===== src/rtl/ifbp_cfg.svh =====
// Register offsets, field positions, reset values and blend constants
`ifndef IFBP_CFG_SVH
`define IFBP_CFG_SVH

`define IFBP_ADDR_W      12
`define IFBP_OFF_CTRL    12'h000
`define IFBP_OFF_ALPHA   12'h004
`define IFBP_OFF_STATUS  12'h008

`define IFBP_CTRL_RST    32'h0000_0000
`define IFBP_ALPHA_RST   32'h0000_0000
`define IFBP_CTRL_MASK   32'h0000_1fff

`define IFBP_F_MODE      1:0
`define IFBP_F_COMP      3:2
`define IFBP_F_INFMT     5:4
`define IFBP_F_OUTFMT    8:6
`define IFBP_F_OVLFMT    10:9
`define IFBP_B_OVLEN     11
`define IFBP_B_PCI       12
`define IFBP_B_START     13
`define IFBP_F_ALPHA0    7:0
`define IFBP_F_ALPHA1    15:8
`define IFBP_F_STAT_PIX  15:0
`define IFBP_F_STAT_WRD  31:16

`define IFBP_HTRANS_ACT  1
`define IFBP_A_FULL      8'h80
`define IFBP_A_ONE       8'h80
`define IFBP_A_ROUND     16'h0040
`define IFBP_A_SHIFT     7

`define IFBP_WORD_BYTES  4'h4
`define IFBP_BUF_W       56

`endif


===== src/rtl/ifbp_pkg.sv =====
// Types shared by the pixel format, blend and pack logic
package ifbp_pkg;

  typedef enum logic [1:0] {
    IFBP_FILT_H  = 2'b00,
    IFBP_FILT_V  = 2'b01,
    IFBP_CONVERT = 2'b10,
    IFBP_MOVE    = 2'b11
  } ifbp_mode_e;

  typedef enum logic [1:0] {
    IFBP_IN_422_COS = 2'b00,
    IFBP_IN_422_INT = 2'b01,
    IFBP_IN_420_INT = 2'b10,
    IFBP_IN_411_COS = 2'b11
  } ifbp_infmt_e;

  typedef enum logic [2:0] {
    IFBP_OUT_233    = 3'b000,
    IFBP_OUT_332    = 3'b001,
    IFBP_OUT_RGB16  = 3'b010,
    IFBP_OUT_RGB15A = 3'b011,
    IFBP_OUT_RGB24A = 3'b100,
    IFBP_OUT_RGB24P = 3'b101,
    IFBP_OUT_YUV422 = 3'b110
  } ifbp_outfmt_e;

  typedef enum logic [1:0] {
    IFBP_OVL_RGB24A = 2'b00,
    IFBP_OVL_RGB15A = 2'b01,
    IFBP_OVL_YUV422 = 2'b10
  } ifbp_ovlfmt_e;

  // Component order: 0 = R or Y, 1 = G or U, 2 = B or V
  typedef logic [2:0][7:0] ifbp_tri_t;

  typedef struct packed {
    logic      eol;
    ifbp_tri_t comp;
  } ifbp_pix_s;

  typedef struct packed {
    logic chroma_step;
    logic midway;
    logic chroma_line;
  } ifbp_site_s;

endpackage : ifbp_pkg


===== src/rtl/ifbp_top.sv =====
// Pixel format, overlay blend and output packer with AHB-Lite registers
//
// Decided for this implementation: the address map and the AHB-Lite slave port.
`timescale 1ns/10ps
`include "ifbp_cfg.svh"

module ifbp_top
  import ifbp_pkg::*;
#(
  parameter int CNT_W = 16
) (
  input  wire logic        ref_clk_i,
  input  wire logic        rst_i,
  input  wire logic        hsel_i,
  input  wire logic [31:0] haddr_i,
  input  wire logic [1:0]  htrans_i,
  input  wire logic        hwrite_i,
  input  wire logic [2:0]  hsize_i,
  input  wire logic [31:0] hwdata_i,
  input  wire logic        hready_i,
  output logic      [31:0] hrdata_o,
  output logic             hreadyout_o,
  output logic             hresp_o,
  input  wire logic        in_valid_i,
  input  wire ifbp_pix_s   in_pix_i,
  input  wire logic [31:0] ovl_word_i,
  output logic             in_ready_o,
  output logic             out_valid_o,
  output logic      [31:0] out_word_o,
  input  wire logic        out_ready_i,
  output ifbp_site_s       site_o,
  output logic      [2:0]  plane_o,
  output logic             filt_h_o,
  output logic             filt_v_o
);

  if (CNT_W < 1 || CNT_W > 16) begin : g_chk
    $error("ifbp_top: CNT_W must lie in 1..16");
  end

  logic [31:0]             ctrl;
  logic [31:0]             alpha_sw;
  logic [7:0]              alpha0;
  logic [7:0]              alpha1;
  logic                    wr_pend;
  logic [`IFBP_ADDR_W-1:0] wr_addr;
  logic                    start;
  logic [CNT_W-1:0]        pix_cnt;
  logic [CNT_W-1:0]        wrd_cnt;
  logic [`IFBP_BUF_W-1:0]  pbuf;
  logic [2:0]              pcnt;
  logic [1:0]              xpos;
  logic                    line_odd;

  ifbp_mode_e   mode;
  ifbp_infmt_e  infmt;
  ifbp_outfmt_e outfmt;
  ifbp_ovlfmt_e ovlfmt;
  logic         convert;
  logic         ovl_live;
  logic         accept;

  assign mode    = ifbp_mode_e'(ctrl[`IFBP_F_MODE]);
  assign infmt   = ifbp_infmt_e'(ctrl[`IFBP_F_INFMT]);
  assign outfmt  = ifbp_outfmt_e'(ctrl[`IFBP_F_OUTFMT]);
  assign ovlfmt  = ifbp_ovlfmt_e'(ctrl[`IFBP_F_OVLFMT]);
  assign convert = (mode == IFBP_CONVERT);
  // Overlay only reaches the blender on the PCI conversion path
  assign ovl_live = convert && ctrl[`IFBP_B_OVLEN]
                    && ctrl[`IFBP_B_PCI];
  assign accept  = in_valid_i && in_ready_o;

  // ---------------- AHB-Lite slave ----------------
  logic       addr_ok;
  logic [`IFBP_ADDR_W-1:0] a_addr;
  assign addr_ok = hsel_i && hready_i && htrans_i[`IFBP_HTRANS_ACT];
  assign a_addr  = haddr_i[`IFBP_ADDR_W-1:0];

  function automatic logic [31:0] read_mux(
    input logic [`IFBP_ADDR_W-1:0] addr
  );
    logic [31:0] rd;
    rd = 32'h0000_0000;
    if (addr == `IFBP_OFF_CTRL) begin
      rd = ctrl;
    end else if (addr == `IFBP_OFF_ALPHA) begin
      rd = alpha_sw;
    end else if (addr == `IFBP_OFF_STATUS) begin
      rd[`IFBP_F_STAT_PIX] = 16'(pix_cnt);
      rd[`IFBP_F_STAT_WRD] = 16'(wrd_cnt);
    end
    return rd;
  endfunction : read_mux

  // Zero wait states, OKAY only; unmapped addresses read zero
  always_ff @(posedge ref_clk_i) begin
    if (rst_i) begin
      hreadyout_o <= 1'b0;
      hresp_o     <= 1'b0;
    end else begin
      hreadyout_o <= 1'b1;
      hresp_o     <= 1'b0;
    end
  end

  always_ff @(posedge ref_clk_i) begin
    if (rst_i) begin
      hrdata_o <= 32'h0000_0000;
    end else if (addr_ok && !hwrite_i) begin
      hrdata_o <= read_mux(a_addr);
    end
  end

  always_ff @(posedge ref_clk_i) begin
    if (rst_i) begin
      wr_pend <= 1'b0;
      wr_addr <= '0;
    end else if (hready_i) begin
      wr_pend <= addr_ok && hwrite_i;
      wr_addr <= a_addr;
    end
  end

  assign start = wr_pend && (wr_addr == `IFBP_OFF_CTRL)
                 && hwdata_i[`IFBP_B_START];

  always_ff @(posedge ref_clk_i) begin
    if (rst_i) begin
      ctrl     <= `IFBP_CTRL_RST;
      alpha_sw <= `IFBP_ALPHA_RST;
    end else if (wr_pend && wr_addr == `IFBP_OFF_CTRL) begin
      ctrl <= hwdata_i & `IFBP_CTRL_MASK;
    end else if (wr_pend && wr_addr == `IFBP_OFF_ALPHA) begin
      alpha_sw <= {16'h0000, hwdata_i[15:0]};
    end
  end

  // Active alpha codes change only when an operation starts
  always_ff @(posedge ref_clk_i) begin
    if (rst_i) begin
      alpha0 <= 8'h00;
      alpha1 <= 8'h00;
    end else if (start) begin
      alpha0 <= alpha_sw[`IFBP_F_ALPHA0];
      alpha1 <= alpha_sw[`IFBP_F_ALPHA1];
    end
  end

  // ---------------- Overlay unpack ----------------
  logic [15:0] ovl_half;
  ifbp_tri_t   ovl_tri;
  ifbp_tri_t   mix_tri;
  logic [7:0]  eff_code;

  // Two-per-word overlays: even pixel takes the low half
  assign ovl_half = xpos[0] ? ovl_word_i[31:16] : ovl_word_i[15:0];

  always_comb begin
    ovl_tri  = '0;
    eff_code = 8'h00;
    case (ovlfmt)
      IFBP_OVL_RGB24A: begin
        eff_code   = ovl_word_i[31:24];
        ovl_tri[0] = ovl_word_i[23:16];
        ovl_tri[1] = ovl_word_i[15:8];
        ovl_tri[2] = ovl_word_i[7:0];
      end
      IFBP_OVL_RGB15A: begin
        eff_code   = ovl_half[15] ? alpha1 : alpha0;
        ovl_tri[0] = {ovl_half[14:10], ovl_half[14:12]};
        ovl_tri[1] = {ovl_half[9:5], ovl_half[9:7]};
        ovl_tri[2] = {ovl_half[4:0], ovl_half[4:2]};
      end
      IFBP_OVL_YUV422: begin
        // U alpha goes with Y0, V alpha with Y1
        eff_code   = (xpos[0] ? ovl_word_i[16] : ovl_word_i[0])
                     ? alpha1 : alpha0;
        ovl_tri[0] = xpos[0] ? ovl_word_i[31:24] : ovl_word_i[15:8];
        ovl_tri[1] = {ovl_word_i[7:1], 1'b0};
        ovl_tri[2] = {ovl_word_i[23:17], 1'b0};
      end
      default: begin
        eff_code = 8'h00;
      end
    endcase
    // No overlay path means pure image
    if (!ovl_live) begin
      eff_code = 8'h00;
    end
  end

  // Overlay family is software's choice; components blend as given
  ifbp_blend u_blend (
    .img_i  (in_pix_i.comp),
    .ovl_i  (ovl_tri),
    .code_i (eff_code),
    .mix_o  (mix_tri)
  );

  // ---------------- Pixel to bytes ----------------
  logic [31:0] pix_data;
  logic [2:0]  pix_n;
  logic [7:0]  cr;
  logic [7:0]  cg;
  logic [7:0]  cb;
  assign cr = mix_tri[0];
  assign cg = mix_tri[1];
  assign cb = mix_tri[2];

  always_comb begin
    pix_data = 32'h0000_0000;
    pix_n    = 3'd1;
    if (!convert) begin
      // One component per pass, one byte per sample
      pix_data[7:0] = in_pix_i.comp[0];
    end else begin
      case (outfmt)
        IFBP_OUT_233: begin
          pix_data[7:0] = {cr[7:6], cg[7:5], cb[7:5]};
        end
        IFBP_OUT_332: begin
          pix_data[7:0] = {cr[7:5], cg[7:5], cb[7:6]};
        end
        IFBP_OUT_RGB16: begin
          pix_data[15:0] = {cr[7:3], cg[7:2], cb[7:3]};
          pix_n          = 3'd2;
        end
        IFBP_OUT_RGB15A: begin
          pix_data[15:0] = {(eff_code != 8'h00), cr[7:3], cg[7:3],
                            cb[7:3]};
          pix_n          = 3'd2;
        end
        IFBP_OUT_RGB24A: begin
          pix_data = {eff_code, cr, cg, cb};
          pix_n    = 3'd4;
        end
        IFBP_OUT_RGB24P: begin
          pix_data[23:0] = {cr, cg, cb};
          pix_n          = 3'd3;
        end
        IFBP_OUT_YUV422: begin
          // Even pixel gives U0 Y0, odd gives V0 Y1
          pix_data[15:0] = xpos[0] ? {cr, cb} : {cr, cg};
          pix_n          = 3'd2;
        end
        default: begin
          pix_data[7:0] = cr;
        end
      endcase
    end
  end

  // ---------------- Byte packer ----------------
  logic [63:0] comb;
  logic [3:0]  total;
  assign comb  = {8'h00, pbuf} | (64'(pix_data) << {pcnt, 3'b000});
  assign total = 4'(pcnt) + 4'(pix_n);

  logic next_out_valid;
  always_comb begin
    next_out_valid = out_valid_o && !out_ready_i;
    if (accept && total >= `IFBP_WORD_BYTES) begin
      next_out_valid = 1'b1;
    end
  end

  // Low byte first: pixel 0 lands in bits 7-0
  always_ff @(posedge ref_clk_i) begin
    if (rst_i || start) begin
      pbuf <= '0;
      pcnt <= 3'd0;
    end else if (accept && total >= `IFBP_WORD_BYTES) begin
      pcnt <= 3'(total - `IFBP_WORD_BYTES);
      pbuf <= `IFBP_BUF_W'(comb >> 32);
    end else if (accept) begin
      pbuf <= comb[`IFBP_BUF_W-1:0];
      pcnt <= total[2:0];
    end
  end

  always_ff @(posedge ref_clk_i) begin
    if (rst_i) begin
      out_valid_o <= 1'b0;
      out_word_o  <= 32'h0000_0000;
    end else begin
      out_valid_o <= next_out_valid;
      if (accept && total >= `IFBP_WORD_BYTES) begin
        out_word_o <= comb[31:0];
      end
    end
  end

  // One bubble per word: simple stall, nothing held beyond one word
  always_ff @(posedge ref_clk_i) begin
    if (rst_i) begin
      in_ready_o <= 1'b0;
    end else begin
      in_ready_o <= !next_out_valid;
    end
  end

  // ---------------- Chroma siting ----------------
  always_ff @(posedge ref_clk_i) begin
    if (rst_i || start) begin
      xpos     <= 2'd0;
      line_odd <= 1'b0;
    end else if (accept && in_pix_i.eol) begin
      xpos     <= 2'd0;
      line_odd <= !line_odd;
    end else if (accept) begin
      xpos <= xpos + 2'd1;
    end
  end

  ifbp_site_s next_site;
  always_comb begin
    next_site = '0;
    case (infmt)
      IFBP_IN_422_COS: begin
        next_site.chroma_step = (xpos[0] == 1'b0);
        next_site.chroma_line = 1'b1;
      end
      IFBP_IN_422_INT: begin
        next_site.chroma_step = (xpos[0] == 1'b0);
        next_site.midway      = 1'b1;
        next_site.chroma_line = 1'b1;
      end
      IFBP_IN_420_INT: begin
        // One chroma line per two luma lines
        next_site.chroma_step = (xpos[0] == 1'b0);
        next_site.midway      = 1'b1;
        next_site.chroma_line = !line_odd;
      end
      IFBP_IN_411_COS: begin
        next_site.chroma_step = (xpos == 2'd0);
        next_site.chroma_line = 1'b1;
      end
      default: begin
        next_site = '0;
      end
    endcase
  end

  // Plane tables: all three woven in conversion, else one selected for comp codes 0-2 and none for code 3
  always_ff @(posedge ref_clk_i) begin
    if (rst_i) begin
      site_o   <= '0;
      plane_o  <= 3'b000;
      filt_h_o <= 1'b0;
      filt_v_o <= 1'b0;
    end else begin
      filt_h_o <= (mode == IFBP_FILT_H);
      filt_v_o <= (mode == IFBP_FILT_V);
      if (accept) begin
        site_o  <= convert ? next_site : '0;
        plane_o <= convert ? 3'b111
                   : 3'(3'b001 << ctrl[`IFBP_F_COMP]);
      end
    end
  end

  always_ff @(posedge ref_clk_i) begin
    if (rst_i || start) begin
      pix_cnt <= '0;
    end else if (accept) begin
      pix_cnt <= pix_cnt + CNT_W'(1);
    end
  end

  always_ff @(posedge ref_clk_i) begin
    if (rst_i || start) begin
      wrd_cnt <= '0;
    end else if (out_valid_o && out_ready_i) begin
      wrd_cnt <= wrd_cnt + CNT_W'(1);
    end
  end
endmodule : ifbp_top


===== src/rtl/ifbp_blend.sv =====
// Alpha blend of one overlay pixel into one image pixel
`timescale 1ns/10ps
`include "ifbp_cfg.svh"

module ifbp_blend
  import ifbp_pkg::*;
(
  input  wire ifbp_tri_t img_i,
  input  wire ifbp_tri_t ovl_i,
  input  wire logic [7:0] code_i,
  output ifbp_tri_t       mix_o
);

  logic [7:0] weight;
  logic [7:0] inv_weight;

  // Codes at or above the full mark saturate to pure overlay
  assign weight     = (code_i >= `IFBP_A_FULL) ? `IFBP_A_ONE : code_i;
  assign inv_weight = `IFBP_A_ONE - weight;

  for (genvar g = 0; g < 3; g++) begin : g_comp
    logic [15:0] sum;
    // Largest sum stays below 2^15, so no overflow
    assign sum = 16'(img_i[g]) * 16'(inv_weight)
               + 16'(ovl_i[g]) * 16'(weight) + `IFBP_A_ROUND;
    assign mix_o[g] = sum[`IFBP_A_SHIFT +: 8];
  end

endmodule : ifbp_blend


===== config.mk =====
export PLATFORM = sky130hd
export DESIGN_NAME = ifbp_top
export DESIGN_NICKNAME = d
export VERILOG_FILES = /design/src/rtl/ifbp_pkg.sv /design/src/rtl/ifbp_top.sv /design/src/rtl/ifbp_blend.sv
export VERILOG_INCLUDE_DIRS = /design/src /design/src/rtl
export SDC_FILE = /design/constraint.sdc
export NUM_CORES = 2
export LEC_CHECK = 0
export BUFFER_PORTS_ARGS = -buffer_cell sky130_fd_sc_hd__buf_2
export CORE_ASPECT_RATIO = 1.25
export CORE_UTILIZATION = 60
export CTS_CLUSTER_DIAMETER = 50
export DETAILED_ROUTE_END_ITERATION = 16
export PLACE_DENSITY = 0.79
export SETUP_SLACK_MARGIN = 0.05
export SLEW_MARGIN = 10
export SYNTH_ARGS = -nofsm -noshare
export SYNTH_HDL_FRONTEND = slang
export SYNTH_SLANG_ARGS = --single-unit

===== constraint.sdc =====
create_clock -name ref_clk_i -period 11.2 [get_ports ref_clk_i]
set_clock_uncertainty 0.15 [all_clocks]
set_input_delay 0.56 -clock ref_clk_i [delete_from_list [all_inputs] [get_ports ref_clk_i]]
set_output_delay 0.56 -clock ref_clk_i [all_outputs]
set_load 0.01 [all_outputs]

# Word-level counts from Yosys, hierarchy flattened
# Cells that the tools add are included.
# op_classes
bitwise	3
magnitude_cmp	2
n_addsub	12
muxes	32
n_eq_ne	16
n_reduce_logical	36
shifts	2
mul	6
# ops
operator	n
32-bit 2-to-1 mux	5
8-bit by 8-bit multiplier with 15-bit output	6
8-bit 2-to-1 mux	9
24-bit case mux with 3 select lines	1
56-bit by 64-bit OR with 64-bit output	1
32-bit by 6-bit left shift with 64-bit output	1
8-bit case mux with 6 select lines	1
15-bit adder	3
15-bit by 7-bit adder with 15-bit output, second input constant	3
16-bit by 1-bit adder with 16-bit output, second input constant	2
8-bit case mux with 4 select lines	1
12-bit by 3-bit == test with 1-bit output, second input constant	2
12-bit zero test	2
24-bit 2-to-1 mux	1
8-bit case mux with 3 select lines	1
16-bit 2-to-1 mux	1
3-bit 2-to-1 mux	5
1-bit logical AND	14
12-bit by 4-bit == test with 1-bit output, second input constant	1
3-bit == test, second input constant	3
3-bit case mux with 3 select lines	1
3-bit OR reduction	3
2-bit == test, second input constant	4
8-bit >= comparator, second input constant	1
20 further kinds	37
# word_totals
register_bits	227
word_cells	133
out_inout_bits	76
input_bits	133

# Longest topological paths before layout
# depth
depth_word	17
ltp_mapped	40
depth_no_buf	36

# Cells and area by module
# From an unflattened synthesis, not the netlist that was laid out.
# unflattened
cells_unflattened	2917
hier_area_um2	24430.9
# by_module_without_submodules
mod	seq_area_each_um2	instances	area_each_um2	cells_per_inst
ifbp_blend	0.0	1	12658.4	1459
ifbp_top	4544.4	1	11772.5	1458

# Worst setup path after synthesis
# Ideal clock, no wire load.
# synth_path
path_kind	input-to-reg
startpoint	in ovl_word_i[16]
endpoint	reg pbuf[18]
setup_slack_ns	2.145
setup_ns	0.133
n_path_buf	3
t_arrival_ns	8.772
cell_stages	36
required_time_ns	10.917
cell_sequence	mux2i_1 > buf_4 > mux2i_1 > a211oi_1 > nor2_1 > nor3_2 > inv_2 > buf_1 > ha_1 > and3_1 > o21a_1 > clkbuf_1 > and2_1 > fa_1 > inv_1 > fa_1 > fa_1 > inv_1 > fa_1 > fa_1 > inv_1 > fa_1 > inv_1 > ha_1 > a21o_1 > a21o_1 > a21o_1 > a2111oi_0 > a21oi_1 > xnor2_1 > xnor2_1 > a211oi_1 > a2bb2oi_1 > nor2_1 > o41ai_1 > a21oi_1
# synth_via
elab_chain_cells	17
elab_cells_between_ends	32
cone_classes	add/sub (7); mul (6); order compare (1); shift (1); mux (16); bitwise (1)
# synth_rtl
item	line	rtl
from (decl)	ifbp_top.sv:26	input wire logic [31:0] ovl_word_i,
1-bit 2-to-1 mux	ifbp_top.sv:176	eff_code = (xpos[0] ? ovl_word_i[16] : ovl_word_i[0])
8-bit 2-to-1 mux	ifbp_top.sv:177	? alpha1 : alpha0;
8-bit case mux with 3 select lines	ifbp_top.sv:161	case (ovlfmt)
8-bit 2-to-1 mux	ifbp_top.sv:187	if (!ovl_live) begin
8-bit >= comparator (no source line)	n/a	
8-bit 2-to-1 mux	ifbp_blend.sv:18	assign weight = (code_i >= `IFBP_A_FULL) ? `IFBP_A_ONE : code_i;
8-bit subtractor (no source line)	n/a	
8-bit by 8-bit multiplier with 15-bit output	ifbp_blend.sv:24	assign sum = 16'(img_i[g]) * 16'(inv_weight)
15-bit adder	ifbp_blend.sv:25	+ 16'(ovl_i[g]) * 16'(weight) + `IFBP_A_ROUND;
15-bit by 7-bit adder with 15-bit output (no source line)	n/a	
8-bit 2-to-1 mux	ifbp_top.sv:243	pix_data[15:0] = xpos[0] ? {cr, cb} : {cr, cg};
8-bit case mux with 6 select lines	ifbp_top.sv:217	case (outfmt)
8-bit 2-to-1 mux	ifbp_top.sv:213	if (!convert) begin
32-bit by 6-bit left shift with 64-bit output *	ifbp_top.sv:256	assign comb = {8'h00, pbuf} | (64'(pix_data) << {pcnt, 3'b000});
56-bit by 64-bit OR with 64-bit output *	ifbp_top.sv:256	
32-bit 2-to-1 mux	ifbp_top.sv:275	end else if (accept) begin
32-bit 2-to-1 mux *	ifbp_top.sv:272	end else if (accept && total >= `IFBP_WORD_BYTES) begin
to (signal assigned)	ifbp_top.sv:274	pbuf <= `IFBP_BUF_W'(comb >> 32);
to (signal assigned)	ifbp_top.sv:276	pbuf <= comb[`IFBP_BUF_W-1:0];
to (decl)	ifbp_top.sv:50	logic [`IFBP_BUF_W-1:0] pbuf;
# Every way passes the cells marked *; elsewhere a longest branch is shown, timed or not. The select of a mux whose other input is x is not followed.
# A chain may end at the register's enable or synchronous reset.

# Final worst setup path
# layout_path
startpoint	reg xpos[0]
endpoint	reg out_word_o[28]
# layout_via
elab_chain_cells	15
elab_cells_between_ends	32
cone_classes	add/sub (7); mul (6); order compare (1); shift (1); mux (16); bitwise (1)
# layout_rtl
item	line	rtl
from (decl)	ifbp_top.sv:52	logic [1:0] xpos;
from (signal assigned)	ifbp_top.sv:311	xpos <= xpos + 2'd1;
1-bit 2-to-1 mux / 16-bit 2-to-1 mux (equally long branches)	ifbp_top.sv:176, ifbp_top.sv:156	
8-bit 2-to-1 mux, on equally long branches	ifbp_top.sv:177, ifbp_top.sv:169	
8-bit case mux with 3 select lines	ifbp_top.sv:161	
8-bit 2-to-1 mux	ifbp_top.sv:187	
8-bit >= comparator (no source line)	n/a	
8-bit 2-to-1 mux	ifbp_blend.sv:18	
8-bit subtractor (no source line)	n/a	
8-bit by 8-bit multiplier with 15-bit output	ifbp_blend.sv:24	
15-bit adder	ifbp_blend.sv:25	
15-bit by 7-bit adder with 15-bit output (no source line)	n/a	
8-bit 2-to-1 mux	ifbp_top.sv:243	
8-bit case mux with 6 select lines	ifbp_top.sv:217	
8-bit 2-to-1 mux	ifbp_top.sv:213	
32-bit by 6-bit left shift with 64-bit output *	ifbp_top.sv:256	
56-bit by 64-bit OR with 64-bit output *	ifbp_top.sv:256	
to (signal assigned)	ifbp_top.sv:288	out_word_o <= comb[31:0];
to (decl)	ifbp_top.sv:29	output logic [31:0] out_word_o,
# Every way passes the cells marked *; elsewhere a longest branch is shown, timed or not.

==> key figures <==
Critical path
  – Critical path class: flop to flop
  – Crit-path max FO: 15
  – Max stage delay on crit path: between 0.5 and 0.6 ns
  – Critical Path Start Type: flop
  – CP Buf/Inv Count: 8
  – Slowest CP cell: a31oi_1
  – Most used cell along the critical path: fa_1
  – CP Capture Type: flop
  – WP data required: between 10 and 15 ns
  – Critical path's top delay family: adder cells
  – Critical Path AT: approximately 11 ns

Pwr
  – PD cells: 66.31 nW/µm²
  – Peak VDD IR: 0.1668 mV
  – Pleak: 12.40 nW

Timing
  – Tmin final: 10.65 ns
  – RSZ-0062 raised after global routing: false
  – Hold WS: 0.1541 ns
  – Max Fclk: about 94 MHz
  – Setup TNS: 0 ns
  – Slew headroom: 0.2642
  – Tcrit/Tclk final: 0.9507
  – Slew of the pin with the lowest slew margin: 1.095 ns
  – Final Setup Violations: 0
  – Final WS setup: between 0.5 and 0.6 ns
  – Endpoints failing hold: 0
  – Slew Viols, Final: 0

Placed design
  – Hpwl dp: 60210 µm
  – Place WS: 0.6106 ns
  – IO buf count: 167
  – Final weighted congestion in routability-driven placement: 1.038

Floorplan
  – Core area: 40420 µm²
  – Cell row count: slightly above 80
  – Die span in x: 183.9 µm
  – Io pins: approximately 210
  – Die ar.: 42180 µm²
  – Die height: 229.4 µm
  – Initial Utilization: 0.6139

Cells and area
  – Syn-to-layout area delta: 8.440%
  – N_diodes: 0
  – Filler instances: 3485
  – Fin util: 0.6657
  – Layout cell share with drive strength beyond 1: 0.1002
  – Most frequent cells in the layout: 397 x inv_1, 379 x nor2_1, 304 x nand2_1, 280 x fa_1, 225 x dfxtp_1
  – Final nets: 3732
  – Leading cell type in the layout, fill and taps excluded: inv_1

CTS
  – CTS Buffer Depth: 3
  – Latest clock arrival within the worst-skew pair: 0.51 ns
  – TritonCTS Buffers: 19
  – CTS tree: yes
  – H-tree level count: 1
  – Hold_buf cts: 0
  – Clock root buffer: clkbuf_16
  – # Post-CTS Setup Buffers: 0
  – Sink Count: ~230
  – Clk slew on worst S/H paths: around 0.070 ns

Logic synthesis
  – Post-Synthesis Cells: slightly above 3000
  – Sequential fraction of the synthesis area: 0.1831
  – Seq cells post-synth: around 230
  – Syn. warnings: 0
  – Async S/R FF share, synth: 0
  – Synth Flop Type: dfxtp_1
  – Distinct cell type count after synthesis: 96
  – Syn avg cell area: 8.166 µm²
  – Number of enable flip-flop cells after synthesis: 0
  – Syn_nets: between 3000 and 4000
  – Mapped Area: 24820 µm²

Global routing
  – Met2 Use GR: 0.6353
  – Pin count of the biggest net entering global routing: 67
  – GR Util met1: 0.4537
  – First-pass GRT wire length: 124400 µm
  – M3 GR Usage: 0.05740
  – Vias in the first global route: between 20000 and 25000
  – Initial antenna violation count: 1
  – GR Overflow Total: 0
  – Gr busiest metal: met2
  – Tot GR Track Use: 0.3765

Detailed routing
  – Via count: approximately 23000
  – First-pass detailed-route iteration total: 6
  – # DRC: 0
  – Antenna Nets Post-Route: 0
  – Drt wl/cell: approximately 21 µm
  – Vias/cell: about 6.2
  – Initial DRC count: about 1900
  – Final wirelength: around 77000 µm

Run status
  – Status: complete, no violations

Run
  – Max-cap violations: 0

Hold path
  – Worst Hold Class: input port to flop
logic make-up after synthesis:
kind of cell	Yosys count	synth area share
mux	103	0.04245
compound gates	552	0.1468
buf+inv	556	0.08526
flops	227	0.1831
other cells	1	0.0001511
simple gates	1060	0.1959
fa+ha+maj	466	0.3197
xor+xnor	74	0.02667
registers in the layout, indices dropped and copies added, names as in the netlist:
register	count
wr_addr	12
pix_cnt	16
in_ready_o	1
filt_v_o	1
ctrl	13
site_o	3
pcnt	3
alpha1	8
xpos	2
alpha_sw	16
pbuf	56
hreadyout_o	1
line_odd	1
out_word_o	32
filt_h_o	1
out_valid_o	1
hrdata_o	32
wrd_cnt	16
wr_pend	1
alpha0	8
plane_o	3
repair_timing:
action | CTS | global route
endpoints found under the hold margin | 0 | 0
gates resized for setup | 0 | 3
endpoints found under the setup margin | 0 | 9
where the power goes:
group	switching [mW]	internal, mW
registers	0.00711	0.818
logic	0.170	0.0762
clock network	0.312	0.401
path summary, 6_finish.rpt:
| kind | slack (ns) | from | cells after the start | end |
|---|---|---|---|---|
| setup reg to reg | 0.55 | xpos[0] | 34 | out_word_o[28] |
| setup / recovery | 0.55 | xpos[0] | 34 | out_word_o[28] |
| hold / removal | 0.15 | hwdata_i[2] | 3 | ctrl[2] |
| hold reg to reg | 0.30 | pbuf[45] | 2 | pbuf[45] |
layer usage:
metal  share of wire  up-vias
met5         0.00016        -
met1            0.37    11050
li1                -    10240
met4           0.061        2
met3           0.083      274
met2            0.48     1149
cell type report:
| class | count | area (µm²) | share of cell area |
|---|---|---|---|
| repair buffers | 228 | 1296 | 0.04817 |
| clock buffers | 26 | 521.8 | 0.01939 |
| flip-flops and latches | 227 | 4547 | 0.1690 |
| well taps | 546 | 683.2 | 0.02539 |
| inverters | 401 | 1505 | 0.05593 |
| clock inverters | 7 | 131.4 | 0.004882 |
| multi-input cells | 2256 | 18230 | 0.6773 |
Yosys cell counts, types with 48 or more instances:
library cell	count	area share
nor2_1	381	0.058
nor3_1	66	0.013
nand3_1	48	0.0097
ha_1	186	0.094
dfxtp_1	227	0.18
clkbuf_1	126	0.019
a21oi_1	141	0.028
mux2i_1	96	0.039
o21ai_0	129	0.026
inv_1	397	0.060
and2_1	103	0.026
fa_1	280	0.23
nand2_1	304	0.046
worst reg2reg max path: cells and delay by family (launching register included):
family / cells / cell delay [ns]
DFF: 1 / 0.44
muxes: 2 / 0.35
and+or+nand+nor: 3 / 0.39
buffers and inverters: 8 / 1.38
adders and majority gates: 8 / 3.73
AOI/OAI and AO/OA: 10 / 3.09
xor gates and xnor gates: 3 / 0.97
stage by stage:
stage / instances / instance area (µm²) / total power [mW]
2_1_floorplan: 3039 / 24820 / 0.9843
3_3_place_gp: 3658 / 26240 / 1.076
3_5_place_dp: 3658 / 26240 / 1.081
4_1_cts: 3691 / 26890 / 1.785
5_1_grt: 3691 / 26910 / 1.842
6_report: 3691 / 26910 / 1.784
Note: power is estimated with default switching activity, not from simulation.
